## src/design/fscs_cfg.svh

```systemverilog
// Constants of the fuse and identification store: bit positions, reset values, selectors.
// Assumes inclusion by bare name from the package and design modules.
// Summary of operation
// - Three fuse bytes; programmed reads 0, unprogrammed reads 1.
// - Extended bits 3..1 select brown-out level, default 7 (all bits 1).
// - Extended bit 0 factory test default 1; bits 7..4 read 1.
// - High bit 7 debug enable default 1; bit 6 scan port default 0.
// - High bit 5 serial programming enable, default programmed.
// - Serial programming mode cannot change the serial-enable fuse.
// - High bit 4 programmed forces watchdog on; default unprogrammed.
// - High bit 3 programmed keeps EEPROM on chip erase.
// - High bits 2..1 boot size default 0; bit 0 reset vector default 1.
// - Low bits 3..0 clock source default internal RC; bit 7 divides by 8.
// - Low bits 5,4 start-up time default 1 and 0.
// - Low bit 6 programmed outputs system clock on a pin.
// - Chip erase leaves every fuse bit unchanged.
// - Fuse writes blocked while memory lock bit 1 is programmed.
// - Fuses latched on programming entry; new values wait for the next entry or a power-up outside programming mode.
// - EEPROM-keep fuse takes effect immediately once programmed.
// - Normal mode latches fuses at power-up.
// - Three identification bytes at addresses 0..2, separate space.
// - Identification reads ignore lock bits.
// - Byte 0 maker, byte 1 memory size, byte 2 exact part.
// - Trim byte at high byte of address 0, copied to trim register at power-up.
// - Chip erase clears lock bits only after program memory erase completes.
`ifndef FSCS_CFG_SVH
`define FSCS_CFG_SVH

`define FSCS_EXT_RESET     8'hFF
`define FSCS_HIGH_RESET    8'h99
`define FSCS_LOW_RESET     8'h62
`define FSCS_EXT_UNUSED    8'hF0
`define FSCS_LOCK_RESET    8'hFF
`define FSCS_ERASED_BYTE   8'hFF

`define FSCS_SEL_LOW       2'h0
`define FSCS_SEL_HIGH      2'h1
`define FSCS_SEL_EXT       2'h2
`define FSCS_SEL_LOCK      2'h3

`define FSCS_ID_ADDR_MAKER 2'h0
`define FSCS_ID_ADDR_SIZE  2'h1
`define FSCS_ID_ADDR_PART  2'h2

`define FSCS_BIT_DEBUG     7
`define FSCS_BIT_SCAN      6
`define FSCS_BIT_SERIAL    5
`define FSCS_BIT_WDOG      4
`define FSCS_BIT_EEKEEP    3
`define FSCS_BIT_RSTVEC    0
`define FSCS_BIT_DIV8      7
`define FSCS_BIT_CLKOUT    6
`define FSCS_BIT_LOCK1     0

`endif

```

## src/design/fscs_pkg.sv

```systemverilog
// Types of the fuse and identification store.
// Assumes fscs_cfg.svh sits on the include path.
`include "fscs_cfg.svh"

package fscs_pkg;

   // Fuse bytes as read: 0 means programmed
   typedef struct packed {
      logic [7:0] ext;
      logic [7:0] high;
      logic [7:0] low;
   } fscs_fuses_t;

   // Decoded configuration outputs, active high
   typedef struct packed {
      logic [2:0] brownoutLevel;
      logic       factoryTest;
      logic       debugEn;
      logic       scanPortEn;
      logic       serialProgEn;
      logic       watchdogForcedOn;
      logic       eepromKeepOnErase;
      logic [1:0] bootSize;
      logic       resetVectorBoot;
      logic       clockDivideByEight;
      logic       clockPinOutput;
      logic [1:0] startupTime;
      logic [3:0] clockSource;
   } fscs_config_t;

   // Programmer request to the store
   typedef struct packed {
      logic       fuseWrite;
      logic       fuseRead;
      logic       identRead;
      logic       lockWrite;
      logic       chipErase;
      logic [1:0] sel;
      logic       identHigh;
      logic [7:0] data;
   } fscs_req_t;

   typedef enum logic [1:0] {
      FSCS_IDLE      = 2'b00,
      FSCS_ERASE_MEM = 2'b01,
      FSCS_ERASE_LCK = 2'b10
   } fscs_erase_t;

endpackage : fscs_pkg

```

## src/design/fscs_fuse_decode.sv

```systemverilog
// Maps latched fuse bytes, and the live keep-EEPROM bit, to active-high configuration fields.
// Assumes fuse bytes read 0 when programmed.
`timescale 1ns/1ps
`include "fscs_cfg.svh"
`default_nettype none

module fscs_fuse_decode (
   // Latched fuses and live keep-EEPROM bit
   input  wire fscs_pkg::fscs_fuses_t  fuses,
   input  wire logic                   eeKeepLive,
   // Decoded fields
   output fscs_pkg::fscs_config_t      cfg
);
   always_comb begin
      cfg.brownoutLevel      = fuses.ext[3:1];
      cfg.factoryTest        = ~fuses.ext[0];
      cfg.debugEn            = ~fuses.high[`FSCS_BIT_DEBUG];
      cfg.scanPortEn         = ~fuses.high[`FSCS_BIT_SCAN];
      cfg.serialProgEn       = ~fuses.high[`FSCS_BIT_SERIAL];
      cfg.watchdogForcedOn   = ~fuses.high[`FSCS_BIT_WDOG];
      cfg.eepromKeepOnErase  = ~eeKeepLive;
      cfg.bootSize           = fuses.high[2:1];
      cfg.resetVectorBoot    = ~fuses.high[`FSCS_BIT_RSTVEC];
      cfg.clockDivideByEight = ~fuses.low[`FSCS_BIT_DIV8];
      cfg.clockPinOutput     = ~fuses.low[`FSCS_BIT_CLKOUT];
      cfg.startupTime        = fuses.low[5:4];
      cfg.clockSource        = fuses.low[3:0];
   end
endmodule : fscs_fuse_decode

`default_nettype wire

```

## src/design/fscs_ident_rom.sv

```systemverilog
// Read-only identification space: three ident bytes and the oscillator trim byte.
// Assumes a registered read is acceptable to the caller.
`timescale 1ns/1ps
`include "fscs_cfg.svh"
`default_nettype none

module fscs_ident_rom #(
   parameter logic [7:0] MAKER_CODE = 8'hA5,  // Arbitrary value
   parameter logic [7:0] SIZE_CODE  = 8'h5A,  // Arbitrary value
   parameter logic [7:0] PART_CODE  = 8'h3C,  // Arbitrary value
   parameter logic [7:0] TRIM_CODE  = 8'h80   // Arbitrary value
) (
   // Clock and reset
   input  wire logic       clk,
   input  wire logic       rst,
   // Lookup
   input  wire logic [1:0] addr,
   input  wire logic       highByte,
   output logic      [7:0] dataOut
);
   logic [7:0] state_reg;
   logic [7:0] state_next;

   always_comb begin
      state_next = 8'hFF;
      if (highByte) begin
         state_next = (addr == `FSCS_ID_ADDR_MAKER) ? TRIM_CODE : 8'hFF;
      end else begin
         case (addr)
            `FSCS_ID_ADDR_MAKER: state_next = MAKER_CODE;
            `FSCS_ID_ADDR_SIZE:  state_next = SIZE_CODE;
            `FSCS_ID_ADDR_PART:  state_next = PART_CODE;
            default:             state_next = 8'hFF;
         endcase
      end
   end

   always_ff @(posedge clk) begin
      if (rst) state_reg <= 8'h00;
      else     state_reg <= state_next;
   end

   assign dataOut = state_reg;
endmodule : fscs_ident_rom

`default_nettype wire

```

## src/design/fscs_store.sv

```systemverilog
// Fuse store top: non-volatile fuse and lock bytes, latch shadows, ident reads, erase sequencing.
// Assumes programmer requests arrive as one-cycle pulses synchronous to clk;
// powerUp pulses once after reset release, memory erase done is reported by the memory block.
`timescale 1ns/1ps
`include "fscs_cfg.svh"
`default_nettype none

module fscs_store (
   // Clock and reset
   input  wire logic                 clk,
   input  wire logic                 rst,
   // Mode
   input  wire logic                 powerUp,
   input  wire logic                 progMode,
   input  wire logic                 serialMode,
   // Programmer requests
   input  wire fscs_pkg::fscs_req_t  req,
   output logic                      readValid,
   output logic               [7:0]  readData,
   output logic                      busy,
   // Program memory erase handshake
   output logic                      memEraseStart,
   input  wire logic                 memEraseDone,
   // Configuration outputs
   output fscs_pkg::fscs_config_t    cfg,
   output logic               [7:0]  rcTrimRegister,
   output logic               [7:0]  lockByte
);
   typedef struct packed {
      fscs_pkg::fscs_fuses_t nv;
      fscs_pkg::fscs_fuses_t shadow;
      logic                  eeKeep;
      logic [7:0]            lockBits;
      logic                  progModeD;
      fscs_pkg::fscs_erase_t erase;
      logic                  eraseStart;
      logic                  readPend;
      logic                  identPend;
      logic [7:0]            readData;
      logic                  readValid;
      logic [7:0]            trim;
      logic                  trimLoad;
   } fscs_state_t;

   fscs_state_t state_reg;
   fscs_state_t state_next;
   logic [7:0]  identData;
   logic        lockFuses;
   logic [7:0]  highMask;

   fscs_ident_rom u_ident (
      .clk      (clk),
      .rst      (rst),
      .addr     (state_next.trimLoad ? `FSCS_ID_ADDR_MAKER : req.data[1:0]),
      .highByte (state_next.trimLoad | req.identHigh),
      .dataOut  (identData)
   );

   fscs_fuse_decode u_decode (
      .fuses      (state_reg.shadow),
      .eeKeepLive (state_reg.eeKeep),
      .cfg        (cfg)
   );

   assign lockFuses = ~state_reg.lockBits[`FSCS_BIT_LOCK1];
   assign highMask  = serialMode ? ~(8'h01 << `FSCS_BIT_SERIAL) : 8'hFF;

   always_comb begin
      state_next           = state_reg;
      state_next.readValid = 1'b0;
      state_next.readPend  = 1'b0;
      state_next.identPend = 1'b0;
      state_next.eraseStart = 1'b0;
      state_next.trimLoad  = 1'b0;
      state_next.progModeD = progMode;

      // Fuse write, refused when locked or busy erasing
      if (req.fuseWrite && progMode && !lockFuses && state_reg.erase == fscs_pkg::FSCS_IDLE) begin
         case (req.sel)
            `FSCS_SEL_LOW:  state_next.nv.low  = req.data;
            `FSCS_SEL_HIGH: state_next.nv.high = (req.data & highMask)
                                                 | (state_reg.nv.high & ~highMask);
            `FSCS_SEL_EXT:  state_next.nv.ext  = req.data | `FSCS_EXT_UNUSED;
            default:        state_next.nv.ext  = state_reg.nv.ext;
         endcase
      end

      // Lock bits can only move toward programmed outside erase
      if (req.lockWrite && progMode && state_reg.erase == fscs_pkg::FSCS_IDLE) begin
         state_next.lockBits = state_reg.lockBits & req.data;
      end

      // Immediate effect of the keep-EEPROM fuse
      state_next.eeKeep = state_next.nv.high[`FSCS_BIT_EEKEEP];

      // Deferred latch: entry to programming mode and power-up outside programming mode
      if ((progMode && !state_reg.progModeD) || (powerUp && !progMode)) begin
         state_next.shadow = state_reg.nv;
      end
      if (powerUp) begin
         state_next.trimLoad = 1'b1;
      end
      if (state_reg.trimLoad) begin
         state_next.trim = identData;
      end

      // Chip erase keeps fuses, clears locks after memory erase
      case (state_reg.erase)
         fscs_pkg::FSCS_IDLE: begin
            if (req.chipErase && progMode) begin
               state_next.erase      = fscs_pkg::FSCS_ERASE_MEM;
               state_next.eraseStart = 1'b1;
            end
         end
         fscs_pkg::FSCS_ERASE_MEM: begin
            if (memEraseDone) state_next.erase = fscs_pkg::FSCS_ERASE_LCK;
         end
         fscs_pkg::FSCS_ERASE_LCK: begin
            state_next.lockBits = `FSCS_LOCK_RESET;
            state_next.erase    = fscs_pkg::FSCS_IDLE;
         end
         default: state_next.erase = fscs_pkg::FSCS_IDLE;
      endcase

      // Reads: fuse/lock from current array, ident refused in the power-up trim load cycle
      if (req.fuseRead && progMode) begin
         state_next.readPend = 1'b1;
         case (req.sel)
            `FSCS_SEL_LOW:  state_next.readData = state_reg.nv.low;
            `FSCS_SEL_HIGH: state_next.readData = state_reg.nv.high;
            `FSCS_SEL_EXT:  state_next.readData = state_reg.nv.ext | `FSCS_EXT_UNUSED;
            default:        state_next.readData = state_reg.lockBits;
         endcase
      end else if (req.identRead && progMode && !state_next.trimLoad) begin
         state_next.identPend = 1'b1;
      end
      if (state_reg.readPend) begin
         state_next.readValid = 1'b1;
      end
      if (state_reg.identPend) begin
         state_next.readData  = identData;
         state_next.readValid = 1'b1;
      end
   end

   always_ff @(posedge clk) begin
      if (rst) begin
         state_reg.nv.ext     <= `FSCS_EXT_RESET;
         state_reg.nv.high    <= `FSCS_HIGH_RESET;
         state_reg.nv.low     <= `FSCS_LOW_RESET;
         state_reg.shadow.ext <= `FSCS_EXT_RESET;
         state_reg.shadow.high <= `FSCS_HIGH_RESET;
         state_reg.shadow.low <= `FSCS_LOW_RESET;
         state_reg.eeKeep     <= 1'b1;
         state_reg.lockBits   <= `FSCS_LOCK_RESET;
         state_reg.progModeD  <= 1'b0;
         state_reg.erase      <= fscs_pkg::FSCS_IDLE;
         state_reg.eraseStart <= 1'b0;
         state_reg.readPend   <= 1'b0;
         state_reg.identPend  <= 1'b0;
         state_reg.readData   <= 8'h00;
         state_reg.readValid  <= 1'b0;
         state_reg.trim       <= 8'h00;
         state_reg.trimLoad   <= 1'b0;
      end else begin
         state_reg <= state_next;
      end
   end

   assign readValid      = state_reg.readValid;
   assign readData       = state_reg.readData;
   assign busy           = state_reg.erase != fscs_pkg::FSCS_IDLE;
   assign memEraseStart  = state_reg.eraseStart;
   assign rcTrimRegister = state_reg.trim;
   assign lockByte       = state_reg.lockBits;
endmodule : fscs_store

`default_nettype wire

```

## config.mk

```make
export PLATFORM = sky130hd
export DESIGN_NAME = fscs_store
export DESIGN_NICKNAME = d
export VERILOG_FILES = /design/src/design/fscs_pkg.sv /design/src/design/fscs_fuse_decode.sv /design/src/design/fscs_ident_rom.sv /design/src/design/fscs_store.sv
export VERILOG_INCLUDE_DIRS = /design/src /design/src/design
export SDC_FILE = /design/constraint.sdc
export NUM_CORES = 1
export LEC_CHECK = 0
export BUFFER_PORTS_ARGS = -buffer_cell sky130_fd_sc_hd__buf_2
export CAP_MARGIN = 25
export CORE_ASPECT_RATIO = 0.8
export CORE_MARGIN = 2
export CORE_UTILIZATION = 40
export DETAILED_ROUTE_END_ITERATION = 6
export GPL_TIMING_DRIVEN = 0
export MAX_ROUTING_LAYER = met4
export PLACE_DENSITY = 0.62
export SLEW_MARGIN = 20
export SYNTH_ARGS = -nofsm -noshare
export SYNTH_HDL_FRONTEND = slang
export SYNTH_SLANG_ARGS = --single-unit
```

## constraint.sdc

```tcl
create_clock -name clk -period 2.95 [get_ports clk]
set_input_delay 0.59 -clock clk [delete_from_list [all_inputs] [get_ports clk]]
set_output_delay 0.59 -clock clk [all_outputs]
set_load 0.05 [all_outputs]
```

# [Word-level counts from Yosys, hierarchy flattened]
# Cells that the tools add are included.
[classes] n_mux=15 n_bitwise=16 n_eq_ne=8 reduce_logical=27
[op_table] operator="8-bit one-hot mux with 3 select lines" count=2
[op_table] operator="8-bit AND" count=3
[op_table] operator="8-bit two-way mux" count=2
[op_table] operator="1-bit logical AND" count=11
[op_table] operator="1-bit NOT" count=10
[op_table] operator="9-bit two-way mux" count=1
[op_table] operator="8-bit NOT" count=1
[op_table] operator="8-bit bitwise OR" count=1
[op_table] operator="2-bit AND reduction" count=4
[op_table] operator="7-bit two-way mux" count=1
[op_table] operator="2-bit by 1-bit == test with 1-bit output (second input constant)" count=3
[op_table] operator="2-bit == test (second input constant)" count=3
[op_table] operator="2-bit logical NOT" count=3
[op_table] operator="6-bit two-way mux" count=1
[op_table] operator="2-bit OR reduction" count=3
[op_table] operator="1-bit two-way mux" count=4
[op_table] operator="2-bit two-way mux" count=2
[op_table] operator="2-bit one-hot mux with 2 select lines" count=1
[op_table] operator="2-bit nonzero test" count=2
[op_table] operator="1-bit logical NOT" count=3
[op_table] operator="3-bit two-way mux" count=1
[op_table] operator="2-bit by 1-bit inequality test with 1-bit output (second input constant)" count=1
[op_table] operator="2-bit inequality test (second input constant)" count=1
[op_table] operator="1-bit logical OR" count=1
[op_table] operator="1-bit bitwise OR" count=1
[word_totals] ff_bits=80 output_inout_bits=47 word_cells=84

# [Longest topological paths before layout]
# Gate-level depths: netlist of the first run.
[depth] depth_word=5 ltp_mapped=6 depth_no_buf=5

# [Modules after synthesis]
# Synthesis of the first run repeated with hierarchy kept, for this count alone.
[hier_totals] hier_cells=382 area_unflattened_um2=3493.4
[by_module_without_submodules] mod="fscs_store" area_each_um2=3183.1 cells_per_inst=342 instances=1
[by_module_without_submodules] mod="fscs_ident_rom" area_each_um2=193.9 cells_per_inst=20 instances=1
[by_module_without_submodules] mod="fscs_fuse_decode" area_each_um2=116.4 cells_per_inst=20 instances=1

# [Worst setup path after synthesis of the first run]
# OpenSTA, ideal clock, no wires.
[synth_path] path_type="input -> register" from="input port powerUp" to="register state_reg[34] (netlist name)" setup_time_ns=0.120 arrival_ns=1.671 slack_ns=1.159 n_path_buf=3 path_stages=6 cell_sequence="clkbuf_1 or2_1 clkbuf_1 buf_2 nand2_1 a211o_1"
[synth_between] elab_chain_cells=2
[synth_lines] element="start: declaration" line_no="fscs_store.sv:13" text="input wire logic powerUp,"
[synth_lines] element="1-bit logical AND" line_no="fscs_store.sv:97" text="if ((progMode && !state_reg.progModeD) || (powerUp && !progMode)) begin"
[synth_lines] element="1-bit logical OR" line_no="fscs_store.sv:97"
[synth_lines] element="end signal: assignment" line_no="fscs_store.sv:166" text="state_reg <= state_next;"
[synth_lines] element="end: declaration" line_no="fscs_store.sv:45" text="fscs_state_t state_reg;"
# Every way passes these cells.
# A chain may end at the register's enable or synchronous reset.

# [Final worst setup path of the first run]
[layout_path] from="register state_reg[22] (netlist name)" to="output port busy"
[layout_between] elab_chain_cells=1
[layout_lines] element="2-bit nonzero test" line_no="fscs_store.sv:172" text="assign busy = state_reg.erase != fscs_pkg::FSCS_IDLE;"
[layout_lines] element="end: declaration" line_no="fscs_store.sv:20" text="output logic busy,"
# Every way passes these cells.

==> results of run 1 <==
## cells in the mapped netlist, types with 3 or more instances
library cell   n
clkbuf_1      14
nor3_1        13
a31oi_1        3
nand3_1       14
and3_1        10
nand2_1       16
dfxtp_1       73
nand3b_1       3
inv_1         13
mux2i_1       22
a222oi_1       3
nand2b_1      17
nor2b_1        5
a311o_1        6
mux2_2         7
a211o_1       12
buf_4         37
buf_1          5
nor2_1        27
and2_1         3
o21ai_0       21
a21oi_1       27
## worst max path at each step
stage | start | end | slack (ns)
global placement | rst | readValid | 0.80
finish | state_reg[22] | busy | 0.98
floorplan | powerUp | state_reg[34] | 1.16
detailed placement | powerUp | state_reg[52] | 0.79
CTS | state_reg[22] | busy | 0.99
global route | state_reg[22] | busy | 0.91
## kinds of logic (layout without fill, tap and decap cells)
kind of cell             count (synthesis)  after routing  share of synthesized area (%)
AO/OA/AOI/OAI                           75             75                          14.36
adder cells (fa/ha/maj)                  2              2                         0.7498
multiplexers                            29             29                          8.961
buffers and inverters                   72            154                          12.56
AND/OR/NAND/NOR                        117            117                          19.57
flip-flops                              73             73                          43.79
## layer usage
| metal | wire, um | track usage, % | vias up |
|---|---|---|---|
| met3 | 557 | 4.863 | 12 |
| li1 | - | - | 1395 |
| met5 | 0 | - | - |
| met4 | 133 | 6.938 | 0 |
| met2 | 3789 | 28.79 | 105 |
| met1 | 4258 | 29.03 | 1399 |
## power by group
part           switching [W]  internal, W  total (W)  leakage, nW
Clock               0.000361     0.000301   0.000661       0.0839
Combinational       0.000245     0.000127   0.000372         1.01
Sequential         0.0000274      0.00103    0.00105        0.597
## critical path: stages, from the launching register on
cell     delay [ns]
dfxtp_1        0.49
or2_1          0.16
buf_6          0.12
buf_2          0.26
## cell type report
type / instances / share of cell area (%)
Tap cell: 108 / 3.414
Timing Repair Buffer: 66 / 8.347
Inverter: 13 / 1.233
Sequential cell: 73 / 36.93
Clock inverter: 4 / 0.5058
Multi-Input combinational cell: 223 / 36.80
Buffer: 59 / 9.358
Clock buffer: 12 / 3.414
## stage by stage
stage	instances	hold WS, ns	setup WS, ns	area (sq um)	power [W]
floorplan	368	0.4114	1.159	3337	0.001349
global placement	542	0.4266	0.8037	3802	0.001442
detailed placement	542	0.4292	0.7919	3802	0.001447
CTS	558	0.4501	0.9872	3958	0.002100
global route	558	0.4755	0.9098	3958	0.002178
finish	558	0.4447	0.9795	3958	0.002088
==> flow_metrics.env, run 1 <==
export IMPL_final_common_cell="dfxtp_1"
export IMPL_htreeDepth=3
export IMPL_whs_path_depth=2
export IMPL_start_util_pct=41.61
export IMPL_synthTopCellsByArea="dfxtp_1 44%, buf_4 8.3%, mux2i_1 6.6%"
export IMPL_max_freq_mhz=507.5
export IMPL_syn_area_sq_um=3337
export IMPL_grt_antenna_before_repair=0
export IMPL_ys_warn_count=0
export IMPL_layout_common_cells="73 x dfxtp_1, 68 x buf_2, 37 x buf_4"
export IMPL_multi_input_comb_area_sq_um=1456
export IMPL_rr_endpoint="state_reg[62]"
export IMPL_critical_path_class="flip-flop to output port"
export IMPL_hold_path_class="flip-flop to flip-flop"
export IMPL_synth_distinct_cells=35
export IMPL_rows=29
export IMPL_avgSynthCellArea_sq_um=9.068
export IMPL_period_needed_ns=1.971
export IMPL_cp_end_kind="output port"
export IMPL_clock_latency_ns=0.35
export IMPL_syn_nets=392
export IMPL_p_leak_nw=1.688
export IMPL_grt_pass1_wl_um=13840
export IMPL_core_sq_um=8019
export IMPL_grt_usage_pct=20.58
export IMPL_ff2ff_path_depth=3
export IMPL_antenna_cells=0
export IMPL_crit_required_ns=2.36
export IMPL_yosysSeqAreaShare_pct=43.79
export IMPL_cts_buffers_inserted=9
export IMPL_initialDrtViolationCount=155
export IMPL_fillCellCount=793
export IMPL_synth_async_sr_flop_share_pct=0
export IMPL_worstPathArrival_ns=1.38
export IMPL_vias_per_cell=5.217
export IMPL_cap_violations=0
export IMPL_synth_top_area_share_pct=43.79
export IMPL_ys_seq_elements=73
export IMPL_finClkSkew_ns=0.01126
export IMPL_place_congestion=0.8905
export IMPL_drt_wl_total_um=8738
export IMPL_routedWlPerCell_um=15.66
export IMPL_slew_violations=0
export IMPL_nNetsFinal=469
export IMPL_worstMarginPinSlew_ns=0.8697
export IMPL_cts_sinks=73
export IMPL_yosysTopAreaCell="dfxtp_1"
export IMPL_hold_violations=0
export IMPL_status="finished, final reports clean"
export IMPL_grt_max_degree=12
export IMPL_max_vdd_ir_drop_uv=238.6
export IMPL_rsz0062_at_grt="false"
export IMPL_globalRoute_totalOverflow=0
export IMPL_hpwlAfterDp_um=6496
export IMPL_die_w_um=106.1
export IMPL_fin_tns_setup_ns=0
export IMPL_regToRegSetupSlack_ns=1.08
export IMPL_grt_pass1_vias=2665
export IMPL_port_buffer_count=66
export IMPL_cts_path_max_buffers=2
export IMPL_clkTransAtPathRegs_ns=0.08
export IMPL_synth_edff_count=0
export IMPL_ys_flop_type="dfxtp_1"
export IMPL_syn_inst=368
export IMPL_cts_tree="yes"
export IMPL_post_cts_buffers=0
export IMPL_drc=0
export IMPL_timing_final_crit_share_pct=66.80
export IMPL_worstHoldStart="state_reg[19]"
export IMPL_r2r_start="lockByte[0]"
export IMPL_max_slew_margin_rel_pct=41.58
export IMPL_first_pass_iters=7
export IMPL_setup_violations_final=0
export IMPL_path_max_fanout=7
export IMPL_io_pins=69
export IMPL_largest_reg_flops=44
export IMPL_hold_buffers=0
export IMPL_seq_area_sq_um=1461
export IMPL_whs_endpoint="readValid"
export IMPL_p_per_area_nw_per_um2=527.6
export IMPL_via_count=2911
export IMPL_start_kind="flip-flop"
export IMPL_die_h_um=85.70
export IMPL_cts_resized=0
export IMPL_areaGrowthSynthToFinish_pct=18.60
export IMPL_die_area_sq_um=9094
export IMPL_final_util_pct=49.35
export IMPL_drive_gt1_share_pct=28.67
export IMPL_cts_root_buf="clkbuf_8"
export IMPL_drtAntennaViolNets=0
(Power assumes the default switching activity.)
==> run 2: changes to the inputs <==
==> constraint.sdc (replaced) <==
create_clock -name clk -period 1.88 [get_ports clk]
set_input_delay 0.376 -clock clk [delete_from_list [all_inputs] [get_ports clk]]
set_output_delay 0.376 -clock clk [all_outputs]
set_load 0.05 [all_outputs]
==> flow_metrics.env, run 2 (synthesis gave the netlist of run 1 again) <==
export IMPL_status="finished, final reports clean"
export IMPL_cts_resized=0
export IMPL_max_vdd_ir_drop_uv=376.2
export IMPL_port_buffer_count=66
export IMPL_drt_wl_total_um=8720
export IMPL_placed_cell_area_sq_um=3802
export IMPL_hpwlAfterDp_um=6496
export IMPL_setup_violations_final=0
export IMPL_via_count=2899
export IMPL_antenna_cells=0
export IMPL_crit_required_ns=1.50
export IMPL_die_w_um=106.1
export IMPL_clkTransAtPathRegs_ns=0.08
export IMPL_largest_reg_flops=44
export IMPL_vias_per_cell=5.186
export IMPL_final_util_pct=49.60
export IMPL_initialDrtViolationCount=155
export IMPL_stdcell_count=559
export IMPL_cap_violations=0
export IMPL_routedWlPerCell_um=15.60
export IMPL_die_area_sq_um=9094
export IMPL_placed_cells=542
export IMPL_cts_sinks=73
export IMPL_max_freq_mhz=572.3
export IMPL_fin_area_sq_um=3978
export IMPL_cts_tree="yes"
export IMPL_max_slew_margin_rel_pct=47.06
export IMPL_drtAntennaViolNets=0
export IMPL_cts_buffers_inserted=9
export IMPL_period_needed_ns=1.747
export IMPL_first_pass_iters=5
export IMPL_fillCellCount=793
export IMPL_grt_pass1_vias=2665
export IMPL_p_per_area_nw_per_um2=824.2
export IMPL_layout_common_cells="73 x dfxtp_1, 68 x buf_2, 37 x buf_4"
export IMPL_start_util_pct=41.61
export IMPL_hold_violations=0
export IMPL_place_congestion=0.8905
export IMPL_critical_path_class="flip-flop to output port"
export IMPL_seq_area_sq_um=1461
export IMPL_worstMarginPinSlew_ns=0.7940
export IMPL_die_h_um=85.70
export IMPL_final_common_cell="dfxtp_1"
export IMPL_rows=29
export IMPL_cts_path_max_buffers=2
export IMPL_worstPathArrival_ns=1.37
export IMPL_grt_pass1_wl_um=13840
export IMPL_hold_path_class="primary input to flip-flop"
export IMPL_slew_violations=0
export IMPL_rsz0062_at_grt="false"
export IMPL_timing_final_ws_setup_ns=0.1327
export IMPL_p_leak_nw=1.697
export IMPL_clock_latency_ns=0.35
export IMPL_drive_gt1_share_pct=28.82
export IMPL_htreeDepth=3
export IMPL_core_sq_um=8019
export IMPL_io_pins=69
export IMPL_nNetsFinal=470
export IMPL_cts_root_buf="clkbuf_8"
export IMPL_post_place_ws_ns=-0.06412
export IMPL_areaGrowthSynthToFinish_pct=19.20
export IMPL_grt_usage_pct=20.58
export IMPL_globalRoute_totalOverflow=0
export IMPL_start_kind="flip-flop"
export IMPL_multi_input_comb_area_sq_um=1456
export IMPL_grt_antenna_before_repair=0
export IMPL_path_max_fanout=7
export IMPL_finClkSkew_ns=0.008247
export IMPL_grt_max_degree=12
export IMPL_timing_final_crit_share_pct=92.94
export IMPL_cp_end_kind="output port"
export IMPL_drc=0
run 2: changes by cell type in the layout (fill, tap and decap cells not counted), sizes merged:
| cell | change |
|---|---|
| buf | +1 |
run 2: worst max-delay path, stage by stage (launching register included):
cell	delay, ns
dfxtp_1	0.48
or2_1	0.16
buf_6	0.12
buf_2	0.26
run 2: timing repair:
item | 4_1_cts | 5_1_grt
setup endpoints to repair | 0 | 7
hold endpoints to repair | 0 | 0
buffers inserted | 0 | 1
hold buffers | 0 | 0
run 2: area by class of cell:
cell class	count	area share [%]
plain buffers	59	9.311
clock buffers	12	3.397
clock inverters	4	0.5033
inverters	13	1.227
multi-input cells	223	36.62
flip-flops and latches	73	36.74
well taps	108	3.397
repair buffers	67	8.808
run 2: worst paths after layout:
check,start,end,slack [ns],cells after the start
setup reg to reg,state_reg[18],readData[2],0.27,4
setup / recovery,state_reg[22],busy,0.13,3
hold / removal,req[11],memEraseStart,0.26,3
hold reg to reg,state_reg[19],readValid,0.45,2
run 2: layer usage:
metal / GRT usage, % / up-vias / share of wire, %
met3: 4.863 / 11 / 6.3
met2: 28.79 / 93 / 44
met4: 6.938 / 0 / 1.4
li1: - / 1403 / -
met5: - / - / 0
met1: 29.03 / 1392 / 48
run 2: power by group:
group          leakage [nW]  internal, W  switching, W  total [W]
sequential            0.597      0.00161     0.0000430    0.00166
clock                0.0839     0.000472      0.000567    0.00104
combinational          1.02     0.000201      0.000383   0.000585
run 2: stage by stage:
| step | setup TNS (ns) | power, W | hold WS, ns |
|---|---|---|---|
| 3_3_place_gp | -0.6140 | 0.002262 | 0.4266 |
| 5_1_grt | 0 | 0.003420 | 0.2615 |
| 3_5_place_dp | -0.7825 | 0.002271 | 0.4292 |
| 4_1_cts | 0 | 0.003296 | 0.2469 |
| 6_report | 0 | 0.003278 | 0.2583 |
| 2_1_floorplan | 0 | 0.002117 | 0.4114 |
